==> src/design/eas_pkg.sv <==
package eas_pkg;
  // synchroniser depth for pin inputs
  localparam int SYNC_STAGES = 2;
  // signature space addresses
  localparam logic [7:0] SIG_ADDR_MAKER = 8'h30;
  localparam logic [7:0] SIG_ADDR_FAMILY = 8'h31;
  localparam logic [7:0] SIG_ADDR_PRODUCT = 8'h60;
  localparam logic [7:0] SIG_ADDR_REVISION = 8'h61;
  // value returned for signature addresses that hold nothing
  localparam logic [7:0] SIG_EMPTY = 8'h00;
  // control line codes seen on the mode pins
  localparam logic [2:0] CTRL_CODE_VERIFY = 3'h1;
  localparam logic [2:0] CTRL_CODE_SIGNATURE = 3'h2;
  // access time limits, in oscillator periods
  localparam int ACCESS_MAX_OSC = 48;
  localparam int FLOAT_MAX_OSC = 48;
  // oscillator and system clock periods in picoseconds
  localparam int OSC_PERIOD_PS = 4000;
  localparam int CLK_PERIOD_PS = 4000;
  // longest times round down to whole cycles, at least one
  localparam int ACCESS_MAX_CYC_RAW = (ACCESS_MAX_OSC * OSC_PERIOD_PS) / CLK_PERIOD_PS;
  localparam int ACCESS_MAX_CYC = (ACCESS_MAX_CYC_RAW < 1) ? 1 : ACCESS_MAX_CYC_RAW;
  localparam int FLOAT_MAX_CYC_RAW = (FLOAT_MAX_OSC * OSC_PERIOD_PS) / CLK_PERIOD_PS;
  localparam int FLOAT_MAX_CYC = (FLOAT_MAX_CYC_RAW < 1) ? 1 : FLOAT_MAX_CYC_RAW;
  // number of ports on the device
  localparam int NUM_PORTS = 4;
  localparam logic [NUM_PORTS-1:0] PORTS_NONE = 4'h0;
  // weak pull pattern in emulation: port 0 floats, ports 1 to 3 pulled
  localparam logic [NUM_PORTS-1:0] EMU_WEAK_PATTERN = 4'he;
  // operating states of the test access logic
  typedef enum logic [1:0] {
    ST_RESET = 2'b00,
    ST_NORMAL = 2'b01,
    ST_EMULATE = 2'b10
  } eas_state_t;
endpackage

==> src/design/eas_test_access.sv <==
`timescale 1ns/100ps
// How it works
// tester pulls strobe low during reset, store-strobe high
// tester keeps strobe low through reset release
// emulation: weak pulls, port 0 floats, oscillator on
// emulation: device releases all driven pins
// emulation lasts until next ordinary reset
// four read-only signature bytes at fixed addresses
// tester reads signature like verify, special code
// maker, family, product, revision bytes returned
// data valid within 48 periods of address
// data valid within 48 periods of read enable
// data floats within 48 periods of read end
// entry decided on synchronised reset release edge
module eas_test_access
#(
  parameter logic [7:0] MAKER_ID = 8'ha1,  // arbitrary value
  parameter logic [7:0] FAMILY_ID = 8'ha2,  // arbitrary value
  parameter logic [7:0] PRODUCT_ID = 8'ha3,  // arbitrary value
  parameter logic [7:0] REVISION_ID = 8'ha4  // arbitrary value
)
(
  input wire logic sys_clk,
  input wire logic arst_n,
  input wire logic chip_rst_pin,
  input wire logic addr_latch_strobe_pin,
  input wire logic prog_store_strobe_n,
  input wire logic read_en_n,
  input wire logic [2:0] ctrl_code_pin,
  input wire logic [7:0] addr_pin,
  input wire logic [7:0] code_byte,
  input wire logic [eas_pkg::NUM_PORTS-1:0] core_port_oe,
  input wire logic core_strobe_oe,
  input wire logic core_store_oe,
  output logic emulation_mode,
  output logic [7:0] code_addr,
  output logic [eas_pkg::NUM_PORTS-1:0] port_oe,
  output logic [eas_pkg::NUM_PORTS-1:0] port_weak_pu,
  output logic strobe_oe,
  output logic strobe_weak_pu,
  output logic store_oe,
  output logic store_weak_pu,
  output logic oscillator_pins_active,
  output logic [7:0] p0_data_out,
  output logic p0_data_oe
);
  import eas_pkg::*;

  localparam int ACC_LIM = ACCESS_MAX_CYC;  // data valid bound
  localparam int FLT_LIM = FLOAT_MAX_CYC;  // float bound

  // signature lookup, read-only contents
  function automatic logic [7:0] sig_lookup(input logic [7:0] a);
    logic [7:0] v;
    v = SIG_EMPTY;
    case (a)
      SIG_ADDR_MAKER: v = MAKER_ID;
      SIG_ADDR_FAMILY: v = FAMILY_ID;
      SIG_ADDR_PRODUCT: v = PRODUCT_ID;
      SIG_ADDR_REVISION: v = REVISION_ID;
      default: v = SIG_EMPTY;
    endcase
    return v;
  endfunction

  // pin synchronisers: bundle of all pin inputs
  localparam int SW = 15;
  logic [SW-1:0] pin_raw;  // pins as they arrive
  logic [SW-1:0] sync_q [SYNC_STAGES];  // synchroniser stages
  logic [SW-1:0] pin_s;  // synchronised pins
  assign pin_raw = {chip_rst_pin, addr_latch_strobe_pin, prog_store_strobe_n, read_en_n, ctrl_code_pin, addr_pin};

  // two flops per pin, first read only by second
  always_ff @(posedge sys_clk or negedge arst_n)
  begin
    if (!arst_n)
    begin
      for (int i = 0; i < SYNC_STAGES; i++)
        sync_q[i] <= '0;
    end
    else
    begin
      sync_q[0] <= pin_raw;
      for (int i = 1; i < SYNC_STAGES; i++)
        sync_q[i] <= sync_q[i-1];
    end
  end
  assign pin_s = sync_q[SYNC_STAGES-1];

  logic rst_s;  // chip reset level
  logic strobe_s;  // address latch strobe level
  logic store_n_s;  // program store strobe level
  logic rd_n_s;  // read enable, active low
  logic [2:0] code_s;  // control line code
  logic [7:0] addr_s;  // verify address
  assign rst_s = pin_s[14];
  assign strobe_s = pin_s[13];
  assign store_n_s = pin_s[12];
  assign rd_n_s = pin_s[11];
  assign code_s = pin_s[10:8];
  assign addr_s = pin_s[7:0];

  // mode state group
  eas_state_t state;  // current mode
  eas_state_t next_state;  // next mode

  // mode decision on reset release
  always_comb
  begin
    next_state = state;
    case (state)
      ST_RESET:
      begin
        // sample strobes on the releasing edge
        if (!rst_s)
          next_state = (!strobe_s && store_n_s) ? ST_EMULATE : ST_NORMAL;
      end
      ST_NORMAL:
      begin
        if (rst_s)
          next_state = ST_RESET;
      end
      ST_EMULATE:
      begin
        // only a fresh reset leaves emulation
        if (rst_s)
          next_state = ST_RESET;
      end
      default: next_state = ST_RESET;
    endcase
  end

  // mode register
  always_ff @(posedge sys_clk or negedge arst_n)
  begin
    if (!arst_n)
      state <= ST_RESET;
    else
      state <= next_state;
  end

  assign emulation_mode = (state == ST_EMULATE);

  // pin release and weak pulls in emulation
  always_comb
  begin
    if (emulation_mode)
    begin
      port_oe = PORTS_NONE;
      port_weak_pu = EMU_WEAK_PATTERN;
      strobe_oe = 1'b0;
      store_oe = 1'b0;
      strobe_weak_pu = 1'b1;
      store_weak_pu = 1'b1;
    end
    else
    begin
      port_oe = core_port_oe;
      port_weak_pu = PORTS_NONE;
      strobe_oe = core_strobe_oe;
      store_oe = core_store_oe;
      strobe_weak_pu = 1'b0;
      store_weak_pu = 1'b0;
    end
  end
  assign oscillator_pins_active = 1'b1;

  // read path state group
  logic read_req;  // verify or signature read active
  logic sig_sel;  // signature code selected
  logic [7:0] next_data;  // next port 0 byte
  logic next_oe;  // next port 0 drive
  logic [7:0] addr_q;  // registered code memory address

  // select data source for the read
  always_comb
  begin
    sig_sel = (code_s == CTRL_CODE_SIGNATURE);
    read_req = !rd_n_s && !emulation_mode && (sig_sel || code_s == CTRL_CODE_VERIFY);
    next_oe = read_req;
    if (!read_req)
      next_data = p0_data_out;
    else if (sig_sel)
      next_data = sig_lookup(addr_s);
    else
      next_data = code_byte;
  end

  // read path registers
  always_ff @(posedge sys_clk or negedge arst_n)
  begin
    if (!arst_n)
    begin
      p0_data_out <= 8'h00;
      p0_data_oe <= 1'b0;
      addr_q <= 8'h00;
    end
    else
    begin
      p0_data_out <= next_data;
      p0_data_oe <= next_oe;
      addr_q <= addr_s;
    end
  end
  assign code_addr = addr_q;
endmodule

==> config.mk <==
export PLATFORM = sky130hd
export DESIGN_NAME = eas_test_access
export DESIGN_NICKNAME = d
export VERILOG_FILES = /design/src/design/eas_pkg.sv /design/src/design/eas_test_access.sv
export SDC_FILE = /design/constraint.sdc
export NUM_CORES = 1
export LEC_CHECK = 0
export BUFFER_PORTS_ARGS = -buffer_cell sky130_fd_sc_hd__buf_2
export CAP_MARGIN = 20
export CELL_PAD_IN_SITES_DETAIL_PLACEMENT = 0
export CELL_PAD_IN_SITES_GLOBAL_PLACEMENT = 1
export CORE_AREA = 2 2 84 86
export DETAILED_ROUTE_END_ITERATION = 16
export DIE_AREA = 0 0 86 88
export PLACE_DENSITY_LB_ADDON = 0.1
export SLEW_MARGIN = 0
export SYNTH_ARGS = -nofsm -noshare
export SYNTH_HDL_FRONTEND = slang
export SYNTH_SLANG_ARGS = --single-unit
export TNS_END_PERCENT = 10
==> constraint.sdc <==
create_clock -name sys_clk -period 2.7 [get_ports sys_clk]
set_input_delay 0.27 -clock sys_clk [delete_from_list [all_inputs] [get_ports sys_clk]]
set_output_delay 0.27 -clock sys_clk [all_outputs]
set_load 0.005 [all_outputs]
# After elaboration in Yosys (flattened, before gate mapping)
# Cells that the tools add are included.
[classes]
n_eq_ne = 10
reduce_logical = 10
n_mux = 11
[op_table]
columns = ["operator", "n"]
rows = [
  ["$pmux 8 s4", 1],
  ["$eq 8x6->1 const B", 2],
  ["$eq 8x7->1 const B", 2],
  ["$mux 4", 2],
  ["$mux 8", 1],
  ["$mux 2", 3],
  ["$pmux 2 s2", 1],
  ["$eq 3x1->1 const B", 1],
  ["$eq 3x2->1 const B", 1],
  ["$logic_and 1x1->1", 3],
  ["$logic_not 1->1", 3],
  ["$mux 1", 3],
  ["$eq 2x1->1 const B", 1],
  ["$eq 2x2->1 const B", 1],
  ["$logic_not 2->1", 1],
  ["$ne 2x1->1 const B", 1],
  ["$ne 2x2->1 const B", 1],
  ["$reduce_and 2->1", 1],
  ["$reduce_or 2->1", 1],
  ["$logic_or 1x1->1", 1],
]
[word_totals]
inputBits = 31
regBits = 49
output_inout_bits = 31

# Depth between registers and ports, before layout
# Gate-level depths: netlist of run 1.
[logic_depth]
word_depth = 5
depth_mapped = 6
ltp_nobuf = 5

# Worst setup path before layout of run 1
# Ideal clock, no wire load.
[synth_path]
path_type = "reg-to-reg"
start = "register state[0]"
end = "register p0_data_out[0]"
setup_slack_ns = 0.923
required_time_ns = 2.571
stages_incl_launch_ff = 7
period_less_slack_ns = 1.777
arrival_ns = 1.649
setup_ns = 0.129
cell_sequence = "dfrtp_1 inv_1 ha_1 nor3_1 and2_1 buf_2 a31oi_1"
[synth_between]
elab_chain_len = 4
[synth_rtl]
columns = ["item", "line", "rtl"]
rows = [
  ["from (decl)", "eas_test_access.sv:104", "eas_state_t state;"],
  ["from (signal assigned)", "eas_test_access.sv:139", "state <= next_state;"],
  ["$eq 2x2->1", "eas_test_access.sv:142", "assign emulation_mode = (state == ST_EMULATE);"],
  ["via emulation_mode", "eas_test_access.sv:35", "output logic emulation_mode,"],
  ["$logic_not 1->1", "eas_test_access.sv:179", "read_req = !rd_n_s && !emulation_mode && (sig_sel || code_s == CTRL_CODE_VERIFY);"],
  ["$logic_and 1x1->1 (2 in series)", "eas_test_access.sv:179", ""],
  ["via next_oe", "eas_test_access.sv:172", "logic next_oe;"],
  ["to (signal assigned)", "eas_test_access.sv:200", "p0_data_out <= next_data;"],
  ["to (decl)", "eas_test_access.sv:44", "output logic [7:0] p0_data_out,"],
]
# The timed path passes the listed nets, and every way through them passes these cells.
# A chain may end at the register's enable or synchronous reset.

# Worst setup path in the final report of run 1
[layout_path]
start = "register sync_q (netlist bit pin_s[8])"
end = "register p0_data_out[7]"
[layout_between]
elab_chain_len = 3
[layout_rtl]
columns = ["item", "line", "rtl"]
rows = [
  ["from (decl)", "eas_test_access.sv:69", "logic [SW-1:0] sync_q [SYNC_STAGES];"],
  ["from (signal, indexed assignment)", "eas_test_access.sv:85", "sync_q[i] <= sync_q[i-1];"],
  ["$eq 3x2->1 or $eq 3x1->1 (tied branches)", "eas_test_access.sv:178, eas_test_access.sv:179", ""],
  ["$logic_or 1x1->1", "eas_test_access.sv:179", ""],
  ["$logic_and 1x1->1", "eas_test_access.sv:179", ""],
]
# Several ways; a longest one is shown, not always the timed one.

==> flow_metrics.py, run 1 <==
metrics = {
    "cells_and_area": {
        "final_util": 0.3241,
        "layout_commonest_cell": "buf_2",
        "final_cell_mix": "buf_2 (59), dfrtp_1 (49), nor2b_1 (7)",
        "layout-drive-gt1-share": 0.4011,
        "nNetsFinal": 209,
        "antennaDiodeCount": 0,
        "area_delta_synth_final_pct": 28.34,
    },
    "synth": {
        "synth_top_area_share": 0.7308,
        "ys_ff_latch": 49,
        "synth_cell_types": 31,
        "synth_top_cells_by_area": "dfrtp_1 (73%), buf_4 (3.1%), nor2b_1 (2.6%)",
        "synthesis.instances": 116,
        "synth.avg_cell_area_um2": 14.46,
        "synth.largest_area_cell": "dfrtp_1",
        "yosysSeqAreaShare": 0.7308,
        "synth_nets": 149,
        "syn-cell-area_um2": 1678,
        "ys_warn_count": 0,
    },
    "routing": {
        "wl_met3_um": 255,
        "top_layer": "met4",
        "wirelength_um": 3170,
        "first_pass_iters": 4,
        "met2WireLength_um": 1470,
        "drt-met1-wl_um": 1403,
        "post_drt_wl_per_cell_um": 12.33,
        "drt_iter0_markers": 66,
        "ant_nets": 0,
        "num_vias": 1048,
        "vias_per_cell": 4.078,
        "drcViolationCount": 0,
    },
    "worst_setup_path": {
        "r2r_end": "p0_data_out[7]",
        "worstSetupEndpoint": "p0_data_out[7]",
        "worstRegToRegCells": 3,
        "start_kind": "flip-flop",
        "r2r_slack_ps": 900,
        "worst-setup-path-type": "flip-flop to flip-flop",
        "path_max_fanout": 10,
        "reg2reg_from": "pin_s[8]",
        "cp-end-kind": "flip-flop",
        "critPathRequiredTime_ps": 2920,
        "arrival_ps": 2020,
        "startpoint": "pin_s[8]",
    },
    "floorplan": {
        "die_area_um2": 7568,
        "start_util": 0.2525,
        "row_count": 30,
        "ios": 62,
        "core_area_um2": 6644,
        "die_x_um": 86,
        "die_h_um": 88,
    },
    "clock_tree": {
        "ctsResizeCount": 0,
        "holdBufCountCts": 0,
        "clk_pin_slew_ps": 90,
        "clockBufferDepth": 2,
        "cts_buffers": 5,
        "cts_root_buffer": "clkbuf_8",
        "cts_max_level": 2,
        "cts_setup_buffers": 0,
        "cts.sinks": 49,
        "tritoncts": "done",
        "insertion_delay_ps": 300,
    },
    "placement": {
        "gp_congestion": 0.7843,
        "portBuffers": 59,
        "dp_hpwl_um": 2327,
    },
    "power": {
        "netSwitchingFraction": 0.2523,
        "powerDensity_nw_per_um2": 776.5,
        "vdd_drop_max_mv": 0.3267,
        "internal_power_mw": 1.250,
        "clkPwrFrac": 0.305,
        "p_comb_frac": 0.179,
        "p_leak_nw": 1.031,
        "power_frac_seq": 0.516,
        "power.switching_mw": 0.4219,
    },
    "sta": {
        "timing.final.crit_period_ps": 1803,
        "setup_tns_ps": 0,
        "drv_slew": 0,
        "hold_violations": 0,
        "rsz0062_at_grt": "no",
        "finalCritPeriodShare": 0.6679,
        "max_freq_ghz": 0.5545,
        "setup_viol": 0,
        "slew_headroom": 0.6358,
        "tightest_slew_ps": 546.4,
        "fin_skew_ps": 7.932,
    },
    "grt": {
        "grt_pass1_wl_um": 4774,
        "antenna_found_initial": 0,
        "grt_max_degree": 50,
        "grt_pass1_vias": 998,
        "track_usage": 0.08368,
        "grt_overflow": 0,
    },
    "outcome": {
        "status": "complete, no violations",
    },
    "hold_path": {
        "hp-class": "input port to flip-flop",
    },
    "run": {
        "maxCapViolCount": 0,
    },
}
power by group through the flow:
stage	combinational, mW	clock (mW)	sequential (mW)
after detailed placement	0.301	0	0.879
final	0.299	0.510	0.863
after global routing	0.338	0.565	0.874
after CTS	0.302	0.532	0.864
after global placement	0.293	0	0.874
after floorplan	0.172	0	0.874
cells in the mapped netlist (all sizes together):
cell,n
nor4b,1
nand3b,2
or3b,2
nor3b,3
or4b,2
a2111oi,1
nand2,4
dfrtp,49
a22o,1
nor2b,7
conb,2
nor4,1
buf,9
a21oi,3
nor3,1
xor2,2
a32o,1
inv,6
mux2,1
ha,2
and2,1
nand4b,1
o21ai,5
o22a,2
nor2,1
a31oi,3
nand4,3
routing by layer:
metal | up-vias | GRT usage
met1 | 501 | 0.1095
li1 | 503 | -
met3 | 5 | 0.03770
met4 | 0 | 0.03030
met5 | - | 0
met2 | 39 | 0.1226
critical path: stages (launching register included):
cell and delay (ps):
dfrtp_1 420, or3b_1 540, or4b_4 570, a31oi_1 200
layout make-up:
class                      count  area, um^2
clock buffer                   6       72.57
clock inverter                 2       38.79
fill                         672        4491
inverter                       6       22.52
multi-input combinational     52       360.3
sequential                    49        1226
tap                           80       100.1
timing repair buffer          62       332.8
kinds of logic (layout without fill, tap and decap cells):
kind of cell	after synthesis	after routing	synth area share
XOR/XNOR	2	2	0.01044
buffers and inverters	15	76	0.05443
AO/OA/AOI/OAI	16	16	0.06189
flip-flops	49	49	0.7308
other	2	2	0.004476
adder cells (fa/ha/maj)	2	2	0.01491
AND/OR/NAND/NOR	29	29	0.1163
multiplexers	1	1	0.006711
how the worst min path moves through the flow:
| stage | startpoint | endpoint | cells past startpoint |
|---|---|---|---|
| 2_1_floorplan | arst_n | code_addr[0] | 0 |
| 3_3_place_gp | sync_q[27] | pin_s[12] | 0 |
| 3_5_place_dp | sync_q[29] | pin_s[14] | 0 |
| 4_1_cts | addr_pin[2] | sync_q[17] | 1 |
| 5_1_grt | addr_pin[0] | sync_q[15] | 1 |
| 6_report | addr_pin[0] | sync_q[15] | 1 |
registers in the layout (all words and copies together) (netlist names):
| name | flops |
|---|---|
| code_addr | 8 |
| p0_data_oe | 1 |
| p0_data_out | 8 |
| pin_s | 15 |
| state | 2 |
| sync_q | 15 |
per-stage QoR:
step	instances	hold slack (ps)	setup WS (ps)	total power, mW	instance area, um^2
after global routing	257	55.35	814.3	1.777	2153
after global placement	247	332.2	977.8	1.167	2012
after floorplan	116	-25.59	922.5	1.047	1678
after CTS	255	61.94	896.8	1.698	2123
final	257	78.37	896.6	1.672	2153
after detailed placement	247	335.5	908.8	1.180	2012
Note: power is estimated with default switching activity, not from simulation.
==> run 2: changes to the inputs <==
Clock period 2.7 ns to 1.8 ns, I/O delays scaled along.
==> run 2 against run 1 <==
  * Critical path depth unchanged
  * Cell count increased by 7.4%
  * Sequential share of layout area decreased by 4.3 points
  * Largest cell class unchanged
  * Non-clock buffer count is 19 higher
  * Clock skew increased by 1.9 ps
  * Total power is 53% higher
  * Highest routed layer unchanged
  * First-iteration DRC count rose by 1.5%
  * Critical endpoint unchanged
==> flow_metrics.py, run 2 (synthesized netlist as in run 1, its figures left out) <==
metrics = {
    "worst_setup_path": {
        "arrival_ps": 1930,
        "critPathSlowestCell": "or4b_4",
        "critPathRequiredTime_ps": 2030,
        "crit_top_cell": "or4b_4",
        "worst-setup-path-type": "flip-flop to flip-flop",
        "path_cells": "or4b_4, or4b_4, a31oi_1",
        "cp-end-kind": "flip-flop",
        "start_kind": "flip-flop",
        "path_max_fanout": 3,
        "slowest_delay_ps": 560,
    },
    "power": {
        "internal_power_mw": 1.903,
        "power_mw": 2.560,
        "p_leak_nw": 1.109,
        "netSwitchingFraction": 0.2566,
        "power.switching_mw": 0.6569,
        "powerDensity_nw_per_um2": 1100,
        "clkPwrFrac": 0.305,
        "p_comb_frac": 0.190,
        "vdd_drop_max_mv": 0.4359,
        "power_frac_seq": 0.505,
    },
    "clock_tree": {
        "insertion_delay_ps": 300,
        "cts_setup_buffers": 0,
        "cts_max_level": 2,
        "clk_pin_slew_ps": 90,
        "cts_buffers": 5,
        "cts.sinks": 49,
        "cts_root_buffer": "clkbuf_8",
        "clockBufferDepth": 2,
        "tritoncts": "done",
    },
    "routing": {
        "drcViolationCount": 0,
        "wirelength_um": 3285,
        "ant_nets": 0,
        "num_vias": 1128,
        "first_pass_iters": 4,
        "vias_per_cell": 4.087,
        "drt_iter0_markers": 67,
        "post_drt_wl_per_cell_um": 11.90,
    },
    "floorplan": {
        "row_count": 30,
        "die_x_um": 86,
        "start_util": 0.2525,
        "core_area_um2": 6644,
        "ios": 62,
        "die_area_um2": 7568,
        "die_h_um": 88,
    },
    "hold_path": {
        "hp-class": "input port to flip-flop",
    },
    "outcome": {
        "status": "complete, no violations",
    },
    "placement": {
        "dp_cells": 252,
        "dp_hpwl_um": 2408,
        "portBuffers": 59,
        "gp_congestion": 0.7503,
        "placedInstanceArea_um2": 2049,
    },
    "cells_and_area": {
        "stdcell_area_um2": 2328,
        "antennaDiodeCount": 0,
        "area_delta_synth_final_pct": 38.78,
        "layout_commonest_cell": "buf_2",
        "layout-drive-gt1-share": 0.3929,
        "final_cell_mix": "buf_2 (59), dfrtp_1 (49), dlygate4sd3_1 (16)",
        "nNetsFinal": 228,
        "fillers": 664,
        "final_cells": 276,
    },
    "sta": {
        "setup_tns_ps": 0,
        "tightest_slew_ps": 601.7,
        "hold_violations": 0,
        "finalCritPeriodShare": 0.9449,
        "timing.final.crit_period_ps": 1701,
        "setup_viol": 0,
        "max_freq_ghz": 0.5879,
        "drv_slew": 0,
        "slew_headroom": 0.5989,
        "rsz0062_at_grt": "no",
        "fin_skew_ps": 9.783,
        "hold_slack_ps": 129.3,
    },
    "grt": {
        "grt_overflow": 0,
        "grt_pass1_vias": 1101,
        "grt_pass1_wl_um": 5444,
        "grt_max_degree": 50,
        "track_usage": 0.09536,
        "antenna_found_initial": 0,
    },
    "run": {
        "maxCapViolCount": 0,
    },
}
==> run 2: cell types whose count changed in the layout (fill, tap and decap cells not counted) <==
cell,delta
buf_12,-1
buf_4,+5
clkbuf_1,-1
clkinvlp_4,+1
dlygate4sd3_1,+15
or4b_1,-1
or4b_4,+1
==> run 2: timing repair <==
item,in CTS,in global routing
resized for setup,0,1
endpoints found under the hold margin,44,0
endpoints found under the setup margin,0,2
hold buffers,16,0
==> run 2: worst paths after layout <==
path                         startpoint        endpoint  slack [ps]  cells after the start
max in group asynchronous        arst_n        state[1]         890                      3
max                            pin_s[3]  p0_data_out[7]         100                      3
min in group asynchronous        arst_n    code_addr[1]         490                      3
min reg2reg                  sync_q[27]       pin_s[12]         350                      0
min                        code_byte[7]  p0_data_out[7]         130                      3
max reg2reg                    pin_s[3]  p0_data_out[7]         100                      3
==> run 2: layout make-up <==
cell class	count	area, um^2	area share
Clock inverter	3	46.29	0.01988
Sequential cell	49	1226	0.5266
Clock buffer	5	68.82	0.02955
Multi-Input combinational cell	52	364.1	0.1564
Tap cell	80	100.1	0.04299
Inverter	6	22.52	0.009672
Timing Repair Buffer	81	500.5	0.2149
==> run 2: through the flow <==
stage                     setup slack [ps]    util
after global routing                 30.88  0.3505
final                                99.13  0.3505
after floorplan                      22.54       -
after global placement               110.3  0.3085
after CTS                            53.84  0.3499
after detailed placement             74.43  0.3085
==> run 2: power by group through the flow <==
stage / Clock, mW / Combinational, mW / Sequential (mW)
global route: 0.871 / 0.560 / 1.32
CTS: 0.813 / 0.498 / 1.30
detailed placement: 0 / 0.470 / 1.32
global placement: 0 / 0.455 / 1.31
finish: 0.781 / 0.487 / 1.29
floorplan: 0 / 0.259 / 1.31
==> run 2: routing by layer <==
layer  share of wire  wire, um  track usage  up-vias
met5               0         0            0        -
met4           0.013        44      0.03030        0
met3           0.077       253      0.03959        5
met2            0.47      1531       0.1416       38
met1            0.44      1456       0.1272      544
li1                -         -            -      541
==> run 2: worst max-delay path: cells and delay by family (launching register included) <==
kind | cells | cell delay, ps
flip-flops | 1 | 400
AO/OA/AOI/OAI | 1 | 170
AND/OR/NAND/NOR | 2 | 1060
==> run 3: changes to the inputs <==
Settings changed: BUFFER_PORTS_ARGS -buffer_cell sky130_fd_sc_hd__buf_2 to -buffer_cell sky130_fd_sc_hd__clkbuf_2, MAX_ROUTING_LAYER set to met4.
==> run 3 against run 2 <==
  * Register-to-register slack lost 50 ps
  * Core utilization shrank 0.11 points
  * Sequential power is essentially flat
  * Clock power shrank 0.6%
  * Worst hold slack lost 15 ps
  * Clock skew shrank 3.2 ps
  * Setup slack lost 52 ps
  * Count of clock-buffer cells in the layout grew 1
  * Sequential share of layout area grew 0.17 points
  * Fmax shrank 3.0%
  * Wire length grew 0.97%
==> flow_metrics.py, run 3 (synthesized netlist as in run 1, its figures left out) <==
metrics = {
    "sta": {
        "hold_slack_ps": 114.2,
        "setup_tns_ps": 0,
        "timing.final.crit_period_ps": 1753,
        "finalCritPeriodShare": 0.9739,
        "hold_violations": 0,
        "tightest_slew_ps": 588.6,
        "setup_viol": 0,
        "rsz0062_at_grt": "no",
        "drv_slew": 0,
        "fin_skew_ps": 6.557,
        "slew_headroom": 0.6076,
        "max_freq_ghz": 0.5704,
    },
    "cells_and_area": {
        "seqCellArea_um2": 1226,
        "stdcell_area_um2": 2321,
        "layout_commonest_cell": "clkbuf_2",
        "nNetsFinal": 228,
        "multiInputGateArea_um2": 360.3,
        "area_delta_synth_final_pct": 38.33,
        "layout-drive-gt1-share": 0.3827,
        "final_cell_mix": "clkbuf_2 (59), dfrtp_1 (49), dlygate4sd3_1 (16)",
        "antennaDiodeCount": 0,
        "fillers": 659,
    },
    "worst_setup_path": {
        "critPathSlowestCell": "or4b_1",
        "critPathRequiredTime_ps": 2030,
        "cp_top_family": "simple AND/OR/NAND/NOR gates",
        "cp-end-kind": "flip-flop",
        "start_kind": "flip-flop",
        "path_cells": "or4b_1, or4b_4, a31oi_1",
        "path_max_fanout": 3,
        "slowest_delay_ps": 590,
        "worst-setup-path-type": "flip-flop to flip-flop",
        "crit_buf_inv": 0,
        "arrival_ps": 1980,
    },
    "floorplan": {
        "start_util": 0.2525,
        "die_x_um": 86,
        "row_count": 30,
        "die_area_um2": 7568,
        "die_h_um": 88,
        "ios": 62,
        "core_area_um2": 6644,
    },
    "routing": {
        "wirelength_um": 3317,
        "ant_nets": 0,
        "post_drt_wl_per_cell_um": 12.02,
        "first_pass_iters": 4,
        "drt_iter0_markers": 32,
        "vias_per_cell": 4.080,
        "num_vias": 1126,
        "drcViolationCount": 0,
    },
    "power": {
        "netSwitchingFraction": 0.2568,
        "powerDensity_nw_per_um2": 1103,
        "vdd_drop_max_mv": 0.4834,
        "power.switching_mw": 0.6573,
        "p_leak_nw": 1.114,
        "power_mw": 2.560,
        "clkPwrFrac": 0.303,
        "p_comb_frac": 0.192,
        "power_frac_seq": 0.505,
        "internal_power_mw": 1.903,
    },
    "placement": {
        "portBuffers": 59,
        "gp_congestion": 0.7598,
        "placedInstanceArea_um2": 2049,
        "dp_hpwl_um": 2458,
    },
    "grt": {
        "track_usage": 0.09417,
        "grt_max_degree": 50,
        "grt_pass1_vias": 1128,
        "grt_overflow": 0,
        "grt_pass1_wl_um": 5147,
        "antenna_found_initial": 0,
    },
    "outcome": {
        "status": "complete, no violations",
    },
    "clock_tree": {
        "clockBufferDepth": 2,
        "cts_root_buffer": "clkbuf_8",
        "cts_buffers": 5,
        "insertion_delay_ps": 300,
        "tritoncts": "done",
        "cts.sinks": 49,
        "cts_max_level": 2,
        "clk_pin_slew_ps": 90,
    },
    "hold_path": {
        "hp-class": "input port to flip-flop",
    },
    "run": {
        "maxCapViolCount": 0,
    },
}
-- run 3: worst register-to-register path, cell delays in order (launching register included) --
cell     delay (ps)
dfrtp_1         400
or4b_1          590
or4b_4          510
a31oi_1         180
-- run 3: metal layers --
layer | part of all wire | vias up | track usage
met4 | 0.022 | 0 | 0.05339
met2 | 0.49 | 38 | 0.1459
li1 | - | 542 | -
met5 | 0 | - | -
met1 | 0.43 | 537 | 0.1089
met3 | 0.063 | 9 | 0.02828
-- run 3: metrics by stage --
step,instances,util,worst slack (ps)
after CTS,276,0.3493,46.13
after global routing,276,0.3493,9.414
after detailed placement,252,0.3085,67.77
after global placement,252,0.3085,111.4
after floorplan,116,-,22.54
final,276,0.3493,46.93
-- run 3: final cells by class --
type,instances,area share
Clock buffer,6,0.03127
Clock inverter,2,0.01671
Inverter,6,0.009703
Multi-Input combinational cell,52,0.1553
Sequential cell,49,0.5283
Tap cell,80,0.04313
Timing Repair Buffer,81,0.2156
-- run 3: path summary, 6_finish.rpt --
check                              from  cells past startpoint  slack [ps]        endpoint
min in group asynchronous        arst_n                      3         500  p0_data_out[0]
min reg2reg                  sync_q[18]                      0         350        pin_s[3]
min                        code_byte[7]                      3         110  p0_data_out[7]
max                            pin_s[3]                      3          50  p0_data_out[5]
max reg2reg                    pin_s[3]                      3          50  p0_data_out[5]
max in group asynchronous        arst_n                      3         900       pin_s[11]
-- run 3: power by group through the flow --
stage | registers, mW | logic (mW) | clock network, mW
floorplan | 1.31 | 0.259 | 0
global placement | 1.31 | 0.456 | 0
detailed placement | 1.32 | 0.477 | 0
CTS | 1.30 | 0.504 | 0.817
global route | 1.31 | 0.554 | 0.860
finish | 1.29 | 0.492 | 0.776
-- run 3: repair_timing --
| action | CTS | global route |
|---|---|---|
| hold buffers | 16 | 0 |
| buffers inserted | 0 | 0 |
| endpoints found under the hold margin | 64 | 0 |
| resized for setup | 0 | 0 |
| endpoints found under the setup margin | 0 | 0 |
